File: src/verilog/cdb_pkg.sv
// Shared constants for the compare, decrement and decimal-adjust execution block
package cdb_pkg;

  // ----------------------------------------------------------------
  // Instruction field layout
  // ----------------------------------------------------------------
  localparam int FILE_LSB = 0;
  localparam int FILE_W = 8;
  localparam int ACC_BIT = 8;
  localparam int DEST_BIT = 9;
  localparam int ADDR_W = 12;
  localparam int BANK_W = 4;

  // ----------------------------------------------------------------
  // Opcode patterns
  // ----------------------------------------------------------------
  localparam logic [6:0] OPC_SKIP_LT = 7'h30;    // 0110 000a
  localparam logic [6:0] OPC_SKIP_GT = 7'h32;    // 0110 010a
  localparam logic [5:0] OPC_DEC = 6'h01;        // 0000 01da
  localparam logic [5:0] OPC_DEC_SKIP_Z = 6'h0b; // 0010 11da
  localparam logic [15:0] OPC_DEC_ADJ = 16'h0007;

  // ----------------------------------------------------------------
  // Addressing constants
  // ----------------------------------------------------------------
  localparam logic [7:0] INDEX_MAX = 8'h5f;      // 95
  localparam logic [7:0] ACCESS_SPLIT = 8'h60;
  localparam logic [3:0] ACCESS_LO_BANK = 4'h0;
  localparam logic [3:0] ACCESS_HI_BANK = 4'hf;

  // ----------------------------------------------------------------
  // Decimal adjust and status layout
  // ----------------------------------------------------------------
  localparam logic [4:0] BCD_MAX = 5'h09;
  localparam logic [8:0] BCD_LO_FIX = 9'h006;
  localparam logic [8:0] BCD_HI_FIX = 9'h060;
  localparam int ST_C = 0;
  localparam int ST_DC = 1;
  localparam int ST_Z = 2;
  localparam int ST_OV = 3;
  localparam int ST_N = 4;
  localparam int ST_W = 5;
  localparam logic [4:0] ST_RESET = 5'h00;
  localparam logic [7:0] BYTE_ZERO = 8'h00;
  localparam logic [7:0] OVF_DEC = 8'h80;

  // Skip sequencer states
  typedef enum logic [1:0] {
    CDB_RUN = 2'b00,
    CDB_NOP_LAST = 2'b01,
    CDB_NOP_FIRST = 2'b10
  } cdb_skip_t;

endpackage

File: src/verilog/cdb_exec.sv
// Execute unit for compare-skip, decrement, decrement-skip and decimal adjust
// Function
// - Compare-less skips when file value below accumulator, unsigned, no flags, no store.
// - A taken skip discards the prefetched word and runs one no-operation cycle.
// - Skipping a two-word instruction inserts two no-operation cycles.
// - Bank bit zero selects the access bank; one selects the bank register.
// - Extended set, bank bit zero, operand up to 95: indexed literal offset.
// - Decimal adjust adds six per nibble on BCD overflow; only carry changes.
// - Decrement writes accumulator or file by destination bit, updates five flags.
// - Decrement-skip writes the chosen destination, keeps flags, skips on zero.
// - Compare-greater skips when file value above accumulator, unsigned, no store.
`timescale 1ns/10ps
module cdb_exec (
  // Clock and reset
  input wire logic CLK,
  input wire logic SYS_RST,
  // Instruction issue
  input wire logic INSTR_VALID,
  input wire logic [15:0] INSTR_WORD,
  input wire logic NEXT_TWO_WORD,
  // Operand sources
  input wire logic [7:0] ACC_IN,
  input wire logic [7:0] FILE_RDATA,
  input wire logic [3:0] BANK_SELECT,
  input wire logic [11:0] INDEX_BASE,
  input wire logic EXT_SET_EN,
  input wire logic [4:0] STATUS_IN,
  // File read address
  output logic [11:0] FILE_RADDR,
  // Registered results
  output logic FILE_WE,
  output logic [11:0] FILE_WADDR,
  output logic [7:0] FILE_WDATA,
  output logic ACC_WE,
  output logic [7:0] ACC_WDATA,
  output logic [4:0] STATUS_WE,
  output logic [4:0] STATUS_OUT,
  // Pipeline control
  output logic NOP_CYCLE,
  output logic DISCARD_FETCH,
  output logic INSTR_TAKEN
);

  // ----------------------------------------------------------------
  // Decode
  // ----------------------------------------------------------------
  logic [7:0] file_sel;
  logic acc_bank;
  logic dest_file;
  logic is_lt;
  logic is_gt;
  logic is_dec;
  logic is_dsz;
  logic is_daw;
  logic nop_busy;
  logic exec_ok;

  // Words matching no pattern here are still taken and simply do nothing

  // Operand fields sit in fixed slots of every file-register opcode
  assign file_sel = INSTR_WORD[cdb_pkg::FILE_LSB +: cdb_pkg::FILE_W];
  assign acc_bank = INSTR_WORD[cdb_pkg::ACC_BIT];
  assign dest_file = INSTR_WORD[cdb_pkg::DEST_BIT];

  // Opcode match, qualified by issue and no pending skip slot
  assign exec_ok = INSTR_VALID && !nop_busy;
  assign is_lt = exec_ok && (INSTR_WORD[15:9] == cdb_pkg::OPC_SKIP_LT);
  assign is_gt = exec_ok && (INSTR_WORD[15:9] == cdb_pkg::OPC_SKIP_GT);
  assign is_dec = exec_ok && (INSTR_WORD[15:10] == cdb_pkg::OPC_DEC);
  assign is_dsz = exec_ok && (INSTR_WORD[15:10] == cdb_pkg::OPC_DEC_SKIP_Z);
  assign is_daw = exec_ok && (INSTR_WORD == cdb_pkg::OPC_DEC_ADJ);

  // ----------------------------------------------------------------
  // Data address
  // ----------------------------------------------------------------
  // Combinational so the file array can answer in the same cycle
  // Index arithmetic wraps at twelve bits; software keeps the pointer in range
  always_comb begin
    FILE_RADDR = {cdb_pkg::ACCESS_LO_BANK, file_sel};
    if (acc_bank) begin
      FILE_RADDR = {BANK_SELECT, file_sel};
    end else if (EXT_SET_EN && (file_sel <= cdb_pkg::INDEX_MAX)) begin
      FILE_RADDR = INDEX_BASE + {4'h0, file_sel};
    end else if (file_sel >= cdb_pkg::ACCESS_SPLIT) begin
      FILE_RADDR = {cdb_pkg::ACCESS_HI_BANK, file_sel};
    end
  end

  // ----------------------------------------------------------------
  // Arithmetic
  // ----------------------------------------------------------------
  logic [7:0] dec_res;
  logic [4:0] dec_flags;
  logic lt_hit;
  logic gt_hit;
  logic [8:0] daw_mid;
  logic [8:0] daw_res;
  logic daw_lo_fix;
  logic daw_hi_fix;

  // Carry and half carry mean no borrow, so both fall only when the field was zero
  assign dec_res = FILE_RDATA - 8'h01;
  always_comb begin
    dec_flags = cdb_pkg::ST_RESET;
    dec_flags[cdb_pkg::ST_C] = (FILE_RDATA != cdb_pkg::BYTE_ZERO);
    dec_flags[cdb_pkg::ST_DC] = (FILE_RDATA[3:0] != 4'h0);
    dec_flags[cdb_pkg::ST_Z] = (dec_res == cdb_pkg::BYTE_ZERO);
    dec_flags[cdb_pkg::ST_OV] = (FILE_RDATA == cdb_pkg::OVF_DEC);
    dec_flags[cdb_pkg::ST_N] = dec_res[7];
  end

  // Unsigned compares; the difference itself is never kept
  assign lt_hit = (FILE_RDATA < ACC_IN);
  assign gt_hit = (FILE_RDATA > ACC_IN);

  // Low fix first, so its carry feeds the high nibble test
  assign daw_lo_fix = (ACC_IN[3:0] > cdb_pkg::BCD_MAX[3:0]) ||
                      STATUS_IN[cdb_pkg::ST_DC];
  assign daw_mid = {1'b0, ACC_IN} + (daw_lo_fix ? cdb_pkg::BCD_LO_FIX : 9'h000);
  assign daw_hi_fix = (daw_mid[8:4] > cdb_pkg::BCD_MAX) || STATUS_IN[cdb_pkg::ST_C];
  assign daw_res = daw_mid + (daw_hi_fix ? cdb_pkg::BCD_HI_FIX : 9'h000);

  // ----------------------------------------------------------------
  // Result stage
  // ----------------------------------------------------------------
  logic file_we_r;
  logic file_we_nxt;
  logic [11:0] file_waddr_r;
  logic [11:0] file_waddr_nxt;
  logic [7:0] file_wdata_r;
  logic [7:0] file_wdata_nxt;
  logic acc_we_r;
  logic acc_we_nxt;
  logic [7:0] acc_wdata_r;
  logic [7:0] acc_wdata_nxt;
  logic [4:0] st_we_r;
  logic [4:0] st_we_nxt;
  logic [4:0] st_out_r;
  logic [4:0] st_out_nxt;
  logic skip_req;

  // Only one of the decoded strobes can be high in a cycle
  // Data changes only on a decrement or adjust, address only on a decrement, even one to the other destination, and otherwise both hold the last result
  always_comb begin
    file_we_nxt = 1'b0;
    file_waddr_nxt = file_waddr_r;
    file_wdata_nxt = file_wdata_r;
    acc_we_nxt = 1'b0;
    acc_wdata_nxt = acc_wdata_r;
    st_we_nxt = cdb_pkg::ST_RESET;
    st_out_nxt = st_out_r;
    if (is_dec || is_dsz) begin
      // Destination bit low sends the result to the accumulator
      file_we_nxt = dest_file;
      acc_we_nxt = !dest_file;
      file_waddr_nxt = FILE_RADDR;
      file_wdata_nxt = dec_res;
      acc_wdata_nxt = dec_res;
      if (is_dec) begin
        st_we_nxt = 5'h1f;
        st_out_nxt = dec_flags;
      end
    end else if (is_daw) begin
      acc_we_nxt = 1'b1;
      acc_wdata_nxt = daw_res[7:0];
      st_we_nxt = 5'h01 << cdb_pkg::ST_C;
      st_out_nxt = STATUS_IN;
      st_out_nxt[cdb_pkg::ST_C] = STATUS_IN[cdb_pkg::ST_C] || daw_hi_fix || daw_mid[8];
    end
  end


  // Compare forms never touch status or storage, they only request a skip
  // Decrement-skip tests the fresh result, not the old file value
  assign skip_req = (is_lt && lt_hit) || (is_gt && gt_hit) ||
                    (is_dsz && (dec_res == cdb_pkg::BYTE_ZERO));

  // Result registers
  always_ff @(posedge CLK) begin
    if (SYS_RST) begin
      file_we_r <= 1'b0;
      file_waddr_r <= 12'h000;
      file_wdata_r <= 8'h00;
      acc_we_r <= 1'b0;
      acc_wdata_r <= 8'h00;
      st_we_r <= cdb_pkg::ST_RESET;
      st_out_r <= cdb_pkg::ST_RESET;
    end else begin
      file_we_r <= file_we_nxt;
      file_waddr_r <= file_waddr_nxt;
      file_wdata_r <= file_wdata_nxt;
      acc_we_r <= acc_we_nxt;
      acc_wdata_r <= acc_wdata_nxt;
      st_we_r <= st_we_nxt;
      st_out_r <= st_out_nxt;
    end
  end

  // ----------------------------------------------------------------
  // Skip slots
  // ----------------------------------------------------------------
  // Issue is ignored in slot cycles: the word presented then is the victim
  // A two-word victim's operand word falls into the extra slot and is never decoded
  cdb_skip_seq u_skip (
    .clk(CLK),
    .rst(SYS_RST),
    .skip_req(skip_req),
    .next_two_word(NEXT_TWO_WORD),
    .nop_cycle(nop_busy),
    .discard_fetch(DISCARD_FETCH)
  );

  // Output wiring
  // Taken mirrors the decode qualifier, so the issuer knows when to retire the word
  assign NOP_CYCLE = nop_busy;
  assign INSTR_TAKEN = exec_ok;
  assign FILE_WE = file_we_r;
  assign FILE_WADDR = file_waddr_r;
  assign FILE_WDATA = file_wdata_r;
  assign ACC_WE = acc_we_r;
  assign ACC_WDATA = acc_wdata_r;
  assign STATUS_WE = st_we_r;
  assign STATUS_OUT = st_out_r;

endmodule // cdb_exec

File: src/verilog/cdb_skip_seq.sv
// Skip sequencer: turns a skip request into one or two no-operation cycles
`timescale 1ns/10ps
module cdb_skip_seq (
  // Clock and reset
  input wire logic clk,
  input wire logic rst,
  // Request from the execute stage
  input wire logic skip_req,
  input wire logic next_two_word,
  // Pipeline control
  output logic nop_cycle,
  output logic discard_fetch
);

  cdb_pkg::cdb_skip_t state_r;
  cdb_pkg::cdb_skip_t state_nxt;

  // ----------------------------------------------------------------
  // Next state
  // ----------------------------------------------------------------
  // A two-word victim needs a second slot, else its operand word would execute
  always_comb begin
    state_nxt = state_r;
    case (state_r)
      cdb_pkg::CDB_RUN: begin
        if (skip_req) begin
          state_nxt = next_two_word ? cdb_pkg::CDB_NOP_FIRST : cdb_pkg::CDB_NOP_LAST;
        end
      end
      cdb_pkg::CDB_NOP_FIRST: state_nxt = cdb_pkg::CDB_NOP_LAST;
      cdb_pkg::CDB_NOP_LAST: state_nxt = cdb_pkg::CDB_RUN;
      default: state_nxt = cdb_pkg::CDB_RUN;
    endcase
  end

  // State register
  always_ff @(posedge clk) begin
    if (rst) begin
      state_r <= cdb_pkg::CDB_RUN;
    end else begin
      state_r <= state_nxt;
    end
  end

  // Prefetched word is dropped in each slot and a no-operation runs instead
  assign nop_cycle = (state_r != cdb_pkg::CDB_RUN);
  assign discard_fetch = nop_cycle;

endmodule // cdb_skip_seq

File: config.mk
export PLATFORM = sky130hd
export DESIGN_NAME = cdb_exec
export DESIGN_NICKNAME = d
export VERILOG_FILES = /design/src/verilog/cdb_pkg.sv /design/src/verilog/cdb_exec.sv /design/src/verilog/cdb_skip_seq.sv
export SDC_FILE = /design/constraint.sdc
export NUM_CORES = 1
export LEC_CHECK = 0
export ABC_AREA = 0
export BUFFER_PORTS_ARGS = -buffer_cell sky130_fd_sc_hd__buf_2
export CAP_MARGIN = 30
export CORE_ASPECT_RATIO = 1.5
export CORE_MARGIN = 2
export CORE_UTILIZATION = 40
export CTS_CLUSTER_DIAMETER = 200
export DETAILED_ROUTE_END_ITERATION = 12
export PLACE_DENSITY = 0.68
export SETUP_SLACK_MARGIN = 0.2
export SLEW_MARGIN = 0
export SYNTH_ARGS = -nofsm -noshare
export SYNTH_HDL_FRONTEND = slang
export SYNTH_HIERARCHICAL = 1
export SYNTH_SLANG_ARGS = --single-unit
export TNS_END_PERCENT = 10
File: constraint.sdc
create_clock -name CLK -period 5.05 [get_ports CLK]
set_clock_uncertainty 0.15 [all_clocks]
set_input_delay 1.01 -clock CLK [delete_from_list [all_inputs] [get_ports CLK]]
set_output_delay 1.01 -clock CLK [all_outputs]
set_load 0.05 [all_outputs]
After elaboration in Yosys (flattened, before gate mapping). Index checks and enable logic that the tools add are counted.

Flip-flop bits (word level): 42. Bits of input ports: 58. Output and inout port bits: 55. Logic and storage cells: 73.

$add $sub $neg: 4. Magnitude comparators: 6. Equality and inequality tests: 9. Muxes and demuxes: 18. Bitwise logic cells: 1. Reductions and logical operators: 27.

Operators with widths (count): $mux W12 (3); $mux W5 (5); $eq A16 B3 Y1 const B (1); $mux W8 (2); $eq A7 B6 Y1 const B (2); $add A12 B8 Y12 (1); $logic_and A1 B1 Y1 (10); $add A8 B3 Y9 (1); $add A8 B7 Y8 (1); $eq A8 B8 Y1 const B (1); $ge A8 B7 Y1 const B (1); $gt A8 B8 Y1 (1); $le A8 B7 Y1 const B (1); $logic_not A8 Y1 (1); $lt A8 B8 Y1 (1); $reduce_bool A8 Y1 (1); $sub A8 B1 Y8 const B (1); $logic_or A1 B1 Y1 (7); $mux W7 (1); $eq A6 B1 Y1 const B (1); $eq A6 B4 Y1 const B (1); $gt A5 B4 Y1 const B (1); $gt A4 B4 Y1 const B (1); $mux W2 (2); other kinds (12) (17).

Logic depth before layout (Yosys ltp). Gate-level depths: netlist of run 1.

Depth in word-level cells: 10. Gate-level depth with buffers: 15. Mapped depth without buffers: 15.

Modules after synthesis. The synthesis of run 1 kept the hierarchy.

By module, submodules not included: cdb_exec (instances 1, cells an instance 337, area each 2648.8 µm², sequential area each 740.7 µm²); cdb_skip_seq (instances 1, cells an instance 8, area each 81.3 µm², sequential area each 40.0 µm²).

Worst setup path before layout of run 1. No wires, ideal clock.

Kind: input -> output. Start: input port INSTR_WORD[0]. End: output port FILE_RADDR[6]. Arrival time: 3.330 ns. Data required time: 3.890 ns. Setup slack: 0.560 ns. Stages on the path: 8. Path buffers: 0. Path through: ha_1 -> inv_1 -> fa_1 -> nand2b_1 -> a21oi_1 -> nor2_1 -> xor2_1 -> o21ai_0.

Cells in the longest elaborated chain, start to end: 4. Elaborated cells between the ends (all ways): 5. Classes of those cells: add/sub: 1; order compare: 1; mux: 2; reduce/logical: 1.

RTL lines: from (decl) (line cdb_exec.sv:19) `input wire logic [15:0] INSTR_WORD,`; parallel branches: the longest is 2 deep, another holds $add A12 B8 Y12; $mux W12 * (line cdb_exec.sv:82) `end else if (EXT_SET_EN && (file_sel <= cdb_pkg::INDEX_MAX)) begin`; $mux W12 * (line cdb_exec.sv:80) `if (acc_bank) begin`; to (decl) (line cdb_exec.sv:29) `output logic [11:0] FILE_RADDR,`.

Every way passes the cells marked *.

Final worst setup path of run 1.
Start: input port INSTR_WORD[0]. End: output port FILE_RADDR[10].

Cells in the longest elaborated chain, start to end: 4. Elaborated cells between the ends (all ways): 7. Classes of those cells: add/sub: 1; order compare: 2; mux: 3; reduce/logical: 1.

RTL lines (line): $ge A8 B7 Y1 or $le A8 B7 Y1 (tied branches) (cdb_exec.sv:84, cdb_exec.sv:82); $mux W12 or $logic_and A1 B1 Y1 (tied branches) (cdb_exec.sv:84, cdb_exec.sv:82); $mux W12 * (cdb_exec.sv:82); $mux W12 * (cdb_exec.sv:80).

Every way passes the cells marked *; elsewhere a longest branch is shown, timed or not.

==> results_dict.tcl, run 1 <==
set metrics [dict create \
    synth_top_family_by_area "simple AND/OR/NAND/NOR gates" \
    cts_hold_buf 0 \
    grt_use_met3_pct 3.568 \
    p_per_area_nw_per_um2 229.0 \
    drc 0 \
    syn-num-nets 427 \
    die_h_um 105.2 \
    clk_latency_ps 280 \
    path_cells "buf_2 -> ha_1 -> inv_1 -> fa_1 -> nand2b_1 -> a21oi_1 -> o21ai_0 -> xnor2_1 -> a21oi_1 -> nor2_1 -> buf_2" \
    io_buffers 112 \
    die_area_um2 7516 \
    ys_seq_area_share_pct 28.60 \
    synth-compound-area-share_pct 19.94 \
    drv_slew 0 \
    postCtsSetupBuffers 0 \
    met1_usage_pct 23.10 \
    cp_slowest_cell "fa_1" \
    syn_area_um2 2730 \
    rsz0062_at_grt "no" \
    ys_types 54 \
    synthAdderAreaFrac_pct 11.82 \
    worstSetupStartpointType "input pin" \
    antennaDiodeCount 0 \
    grt_pass1_wl_um 12790 \
    power_mw 0.7867 \
    max-slew-margin-rel_pct 48.94 \
    arrival_ps 3070 \
    yosys.area.top_type "dfxtp_1" \
    num_vias 2875 \
    syn2layout_area_growth_pct 25.85 \
    multi_input_area_um2 1812 \
    synth_warnings 6 \
    setup_viol 0 \
    num_rows 36 \
    fillers 619 \
    overflow 0 \
    cts_buffer_depth 2 \
    synthXorXnorAreaFrac_pct 6.737 \
    synth_edf_count 0 \
    numClockSinks 39 \
    core_area_um2 6531 \
    synthFlopType "dfxtp_1" \
    synth.area.top_cells "dfxtp_1, ha_1, nor2_1" \
    die_width_um 71.46 \
    path_class "input pin to output port" \
    drt_iter0_markers 129 \
    netlist.area_leader.share_pct 28.60 \
    ys_ff_latch 39 \
    synth.most_common_cell "nor2_1" \
    status "finished, final reports clean" \
    start_util_pct 41.80 \
    drive_above_1_share_pct 30.44 \
    area.sequential_um2 780.7 \
    post-route-period-util_pct 83.76 \
    cp_top_family "adder cells" \
    h-tree-depth 2 \
    setup_tns_ps 0 \
    end_kind "output port" \
    nNetsFinal 531 \
    p_leak_nw 1.633 \
    post-route-min-period_ps 4230 \
    worstMarginPinSlew_ps 765.9 \
    routabilityCongestion 0.9021 \
    grt_pass1_vias 2795 \
    dp_hpwl_um 6403 \
    worstPathMaxFanout 4 \
    min_path_type "register to register" \
    crit_buf_inv 3 \
    io_pins 113 \
    cts_buffers 5 \
    grt_use_met2_pct 39.15 \
    tritoncts "built" \
    netlist_top_cells_count "nor2_1, dfxtp_1, a21oi_1, nand2_1, ha_1" \
    max_stage_delay_ps 390 \
    routed_via_density 5.466 \
    synthesis.instances 345 \
    drt-total-wl_um 8015 \
    track_usage_pct 21.27 \
    synth-simple-area-share_pct 25.62 \
    cts_resized 0 \
    syn_area_per_cell_um2 7.913 \
    async_flop_share_pct 0 \
    hold_viol_final 0 \
    irDropWorstVdd_v 0.0001180 \
    antenna_found_initial 0 \
    clkTransAtPathRegs_ps 80 \
    wl_per_cell_um 15.24 \
    cap_violations 0 \
    fmax_ghz 0.2364 \
    dr.pass1.iters 4 \
    busiest_layer "met2" \
    grt_max_degree 40 \
    crit_required_ps 3890 \
    cts_root_buffer "clkbuf_8" \
    synthMuxAreaShare_pct 2.016 \
    postRouteAntennaNets 0 \
]
[state kept, by name (all words and copies together), names as in the netlist]
signal          cells
FILE_WDATA          8
u_skip/state_r      2
ACC_WDATA           8
STATUS_OUT          5
ACC_WE              1
FILE_WADDR         12
FILE_WE             1
STATUS_WE           2
[cell usage in the layout (no fill, tap or decap), types with 6 or more instances in the layout]
cell type and instances:
ha_1 21, o211ai_1 6, inv_1 14, nor3_1 9
nor2_1 53, a211oi_1 7, o21ai_0 14, buf_2 112
a21o_1 7, nor2b_1 8, xor2_1 10, nand2b_1 7
xnor2_1 11, a21oi_1 29, dfxtp_1 39, nand2_1 26
[through the flow]
step	instances	hold WS, ps	setup WS, ps	area [µm²]	utilization [%]
floorplan	345	297.8	560.4	2730	-
global placement	518	297.1	767.6	3323	50.88
detailed placement	518	298.7	535.7	3323	50.88
CTS	526	310.4	835.0	3436	52.61
global route	526	338.8	634.4	3436	52.61
finish	526	320.1	820.2	3436	52.61
[cells by family after synthesis]
| logic type | count (synthesis) |
|---|---|
| xor+xnor | 21 |
| fa+ha+maj | 24 |
| compound gates | 85 |
| buf+inv | 32 |
| mux | 5 |
| simple gates | 139 |
| flops | 39 |
[where the power goes]
group / leakage, nW / switching [mW] / internal [mW]
clock network: 0.0581 / 0.117 / 0.147
registers: 0.314 / 0.00142 / 0.310
logic: 1.26 / 0.135 / 0.0765
[worst paths after layout]
path | startpoint | endpoint | slack (ps) | cells past startpoint
setup reg to reg | u_skip/state_r[0] | STATUS_OUT[0] | 2080 | 7
setup / recovery | INSTR_WORD[0] | FILE_RADDR[10] | 820 | 11
hold reg to reg | FILE_WDATA[3] | FILE_WDATA[3] | 320 | 2
hold / removal | FILE_WDATA[3] | FILE_WDATA[3] | 320 | 2
[worst register-to-register path, stage by stage, from the launching register on]
cell and delay, ps:
dfxtp_1 310, or2_1 260, or4b_4 580, or3b_4 420, or2_1 360, or4_4 540
o21ai_2 110, a211oi_1 100
[routing by layer]
metal | part of all wire [%] | vias up | routed length (µm)
met2 | 52 | 115 | 4182
met5 | 0 | - | 0
met3 | 5.7 | 16 | 456
met4 | 3.9 | 0 | 313
li1 | - | 1415 | -
met1 | 38 | 1329 | 3063
[area by class of cell]
cell class                      instances  share of cell area (%)
Timing Repair Buffer                  115                   16.97
Clock inverter                          3                   1.275
Tap cell                               76                   2.768
Clock buffer                            5                   2.003
Sequential cell                        39                   22.72
Multi-Input combinational cell        274                   52.73
Inverter                               14                   1.529
No activity file was read; power rests on OpenSTA's default activity.
==> run 2, diff against run 1 <==
==> constraint.sdc (replaced) <==
create_clock -name CLK -period 4.3 [get_ports CLK]
set_clock_uncertainty 0.15 [all_clocks]
set_input_delay 0.86 -clock CLK [delete_from_list [all_inputs] [get_ports CLK]]
set_output_delay 0.86 -clock CLK [all_outputs]
set_load 0.05 [all_outputs]
==> results_dict.tcl, run 2 (synthesis results as in run 1) <==
set metrics [dict create \
    grt_pass1_vias 2631 \
    die_width_um 71.46 \
    reg2reg_to "STATUS_OUT[0]" \
    drt_iter0_markers 119 \
    r2r_setup_slack_ps 1350 \
    arrival_ps 4010 \
    p_per_area_nw_per_um2 270.4 \
    intPower_mw 0.6272 \
    path_cells "buf_2 -> o21ai_0 -> nand2b_1 -> ha_1 -> fa_1 -> nand3_1 -> xnor2_1 -> or3_1 -> a31o_2 -> ha_1 -> fa_1 -> xor2_1 -> xnor2_1 -> a21oi_1 -> nor2_1 -> nor3_1" \
    cp_slowest_cell "fa_1" \
    p_sw_share_pct 32.56 \
    clk_latency_ps 300 \
    track_usage_pct 20.64 \
    worstHoldStart "FILE_WADDR[8]" \
    power.switching_mw 0.3029 \
    cts_root_buffer "clkbuf_8" \
    placed_cells 518 \
    hold_end "FILE_WADDR[8]" \
    fmax_ghz 0.2539 \
    fillers 672 \
    worstPathMaxFanout 4 \
    grt_pass1_wl_um 12300 \
    core_area_um2 6531 \
    final_cell_mix "buf_2, nor2_1, dfxtp_1" \
    grt_max_degree 40 \
    num_rows 36 \
    clkTransAtPathRegs_ps 80 \
    nNetsFinal 531 \
    worstMarginPinSlew_ps 706.8 \
    hold-path-cell-count 2 \
    fin_area_um2 3440 \
    largest_reg_flops 12 \
    start_util_pct 41.80 \
    cts_buffers 5 \
    postRouteAntennaNets 0 \
    end_kind "register" \
    rsz0062_at_grt "no" \
    drt-total-wl_um 7912 \
    seqPwrFrac_pct 39.3 \
    ff2ff_path_depth 7 \
    die_h_um 105.2 \
    setup_tns_ps 0 \
    cts_buffer_depth 2 \
    clockPowerShare_pct 33.8 \
    drive_above_1_share_pct 30.67 \
    placed_cell_area_um2 3323 \
    routabilityCongestion 0.9287 \
    p_leak_nw 1.633 \
    die_area_um2 7516 \
    mostFrequentLayoutCell "buf_2" \
    io_pins 113 \
    dp_hpwl_um 6343 \
    max-slew-margin-rel_pct 52.88 \
    r2r-start "u_skip/state_r[0]" \
    max_stage_delay_ps 430 \
    num_vias 2863 \
    drv_slew 0 \
    numClockSinks 39 \
    post-route-min-period_ps 3939 \
    comb_power_share_pct 26.9 \
    tritoncts "built" \
    dr.pass1.iters 4 \
    status "finished, final reports clean" \
    instances_no_fill 526 \
    wl_per_cell_um 15.04 \
    cap_violations 0 \
    postCtsSetupBuffers 0 \
    min_path_type "register to register" \
    routed_via_density 5.443 \
    hold_viol_final 0 \
    worstSetupStartpointType "input pin" \
    syn2layout_area_growth_pct 25.99 \
    antenna_found_initial 0 \
    setup_viol 0 \
    post-route-period-util_pct 91.60 \
    h-tree-depth 2 \
    antennaDiodeCount 0 \
    io_buffers 112 \
    drc 0 \
    crit_required_ps 4370 \
    path_class "input pin to register" \
    overflow 0 \
    irDropWorstVdd_v 0.0001540 \
]
-- run 2: worst max path at each step --
stage / start / to / slack (ps) / cells past startpoint
2_1_floorplan: INSTR_WORD[0] / FILE_RADDR[4] / 260 / 8
3_3_place_gp: ACC_IN[2] / ACC_WDATA[7] / 170 / 16
4_1_cts: INSTR_WORD[0] / FILE_RADDR[10] / 320 / 11
6_report: ACC_IN[2] / ACC_WDATA[7] / 360 / 16
3_5_place_dp: ACC_IN[2] / ACC_WDATA[7] / 40 / 16
5_1_grt: ACC_IN[2] / ACC_WDATA[7] / 220 / 16
-- run 2: routing by layer --
metal	GRT usage, %	share of wire [%]	wire length, µm	up-vias
met5	0	0	0	-
met4	9.569	3.3	265	0
met3	3.568	6.3	501	17
met2	37.43	52	4085	113
met1	22.60	39	3060	1306
li1	-	-	-	1427
-- run 2: critical path: cells and delay by family --
kind,cells,cell delay (ps)
XOR/XNOR,3,400
adder cells (fa/ha/maj),4,1250
buffers and inverters,1,130
AND/OR/NAND/NOR,5,810
AO/OA/AOI/OAI,3,560
-- run 2: metrics by stage --
| stage | utilization [%] | setup slack, ps | power (mW) | hold slack (ps) |
|---|---|---|---|---|
| after floorplan | - | 262.6 | 0.5405 | 297.8 |
| after global placement | 50.88 | 172.8 | 0.6179 | 292.4 |
| after detailed placement | 50.88 | 44.89 | 0.6223 | 294.1 |
| after CTS | 52.61 | 316.2 | 0.9359 | 305.9 |
| after global routing | 52.66 | 217.4 | 0.9760 | 320.6 |
| final | 52.66 | 361.2 | 0.9301 | 303.7 |
-- run 2: power groups by stage --
stage / clock [mW] / sequential [mW] / combinational [mW]
final: 0.314 / 0.366 / 0.250
after CTS: 0.321 / 0.366 / 0.249
after global routing: 0.338 / 0.366 / 0.272
after detailed placement: 0 / 0.374 / 0.248
after global placement: 0 / 0.374 / 0.244
after floorplan: 0 / 0.386 / 0.155
-- run 2: layout make-up --
type | count | area (µm²) | area share, %
inverters | 14 | 52.55 | 1.528
clock inverters | 3 | 43.79 | 1.273
flip-flops and latches | 39 | 780.7 | 22.70
multi-input cells | 274 | 1815 | 52.78
clock buffers | 5 | 68.82 | 2.001
well taps | 76 | 95.09 | 2.765
repair buffers | 115 | 583.1 | 16.95
-- run 2: what timing repair did --
action,in CTS,in global routing
hold buffers,0,0
gates resized for setup,0,1
endpoints found under the setup margin,0,1
==> run 3, diff against run 2 <==
==> constraint.sdc (replaced) <==
create_clock -name CLK -period 4.2 [get_ports CLK]
set_clock_uncertainty 0.15 [all_clocks]
set_input_delay 0.84 -clock CLK [delete_from_list [all_inputs] [get_ports CLK]]
set_output_delay 0.84 -clock CLK [all_outputs]
set_load 0.05 [all_outputs]
==> results_dict.tcl, run 3 (synthesis results as in run 1) <==
set metrics [dict create \
    num_vias 2856 \
    drv_slew 0 \
    status "finished, final reports clean" \
    setup_tns_ps 0 \
    grt_max_degree 40 \
    antennaDiodeCount 0 \
    numClockSinks 39 \
    post-route-period-util_pct 90.86 \
    start_util_pct 41.80 \
    routabilityCongestion 0.9290 \
    hold_viol_final 0 \
    p_leak_nw 1.637 \
    hold_slack_ps 305.3 \
    drt-total-wl_um 7841 \
    drive_above_1_share_pct 31.04 \
    max-slew-margin-rel_pct 53.79 \
    h-tree-depth 2 \
    worstPathMaxFanout 4 \
    cap_violations 0 \
    utilization_pct 52.82 \
    overflow 0 \
    final_cell_mix "buf_2, nor2_1, dfxtp_1" \
    mostFrequentLayoutCell "buf_2" \
    io_buffers 112 \
    fin_area_um2 3450 \
    arrival_ps 3890 \
    irDropWorstVdd_v 0.0001129 \
    worstSetupStartpointType "input pin" \
    die_area_um2 7516 \
    die_width_um 71.46 \
    drc 0 \
    worstMarginPinSlew_ps 693.1 \
    routed_via_density 5.419 \
    die_h_um 105.2 \
    placed_cell_area_um2 3331 \
    min_path_type "register to register" \
    cts_buffer_depth 2 \
    core_area_um2 6531 \
    end_kind "register" \
    grt_pass1_wl_um 12390 \
    dr.pass1.iters 4 \
    clk_latency_ps 290 \
    antenna_found_initial 0 \
    grt_pass1_vias 2687 \
    rsz0062_at_grt "yes" \
    postCtsSetupBuffers 0 \
    clkTransAtPathRegs_ps 80 \
    fmax_ghz 0.2621 \
    post-route-min-period_ps 3816 \
    post-place-ws_ps 20.99 \
    drt_iter0_markers 145 \
    largest_reg_flops 12 \
    num_rows 36 \
    p_per_area_nw_per_um2 276.2 \
    crit_required_ps 4280 \
    postRouteAntennaNets 0 \
    setup_viol 0 \
    nNetsFinal 532 \
    path_class "input pin to register" \
    fin_ws_ps 384.1 \
    io_pins 113 \
    tritoncts "built" \
    cts_root_buffer "clkbuf_8" \
    wl_per_cell_um 14.88 \
    syn2layout_area_growth_pct 26.35 \
    dp_hpwl_um 6322 \
    cts_buffers 5 \
    track_usage_pct 20.56 \
]
-- run 3: worst max-delay path, stage by stage --
cell and delay [ps]:
buf_2 130, o21ai_0 170, nand2b_1 100, ha_1 230, fa_2 380, nand3_1 100
xnor2_1 90, or3_1 350, a31o_2 240, ha_1 200, fa_1 390, xor2_1 180
xnor2_1 120, a21oi_1 160, nor2_1 60, nor3_1 160
-- run 3: path summary, 6_finish.rpt --
check                     from       endpoint  cells after the start  slack (ps)
max reg2reg  u_skip/state_r[0]  STATUS_OUT[0]                      7        1240
max                  ACC_IN[2]   ACC_WDATA[7]                     16         380
min              FILE_WADDR[8]  FILE_WADDR[8]                      2         310
min reg2reg      FILE_WADDR[8]  FILE_WADDR[8]                      2         310
-- run 3: routing by layer --
layer | GRT usage [%] | up-vias | wire (µm)
li1 | - | 1422 | -
met2 | 36.18 | 110 | 3995
met1 | 22.42 | 1303 | 2983
met3 | 4.629 | 21 | 525
met5 | 0 | - | 0
met4 | 10.51 | 0 | 336
-- run 3: layout make-up --
cell class / instances / area [µm²]
well taps: 76 / 95.09
clock inverters: 3 / 43.79
clock buffers: 5 / 68.82
fillers: 675 / 3082
inverters: 14 / 52.55
flip-flops and latches: 39 / 780.7
multi-input cells: 274 / 1818
repair buffers: 116 / 590.6
-- run 3: power breakdown --
group / internal [mW] / total, mW / switching [mW]
Clock: 0.177 / 0.323 / 0.146
Sequential: 0.373 / 0.374 / 0.00165
Combinational: 0.0934 / 0.255 / 0.162
Total: 0.643 / 0.953 / 0.309
-- run 3: stage by stage --
step                      total power, mW  instances
after CTS                          0.9577        527
after floorplan                    0.5533        345
final                              0.9527        527
after detailed placement           0.6370        519
after global routing               0.9982        527
after global placement             0.6327        519
-- run 3: timing repair --
action | 4_1_cts | 5_1_grt
hold buffers | 0 | 0
resized for setup | 0 | 2
endpoints found under the setup margin | 0 | 4
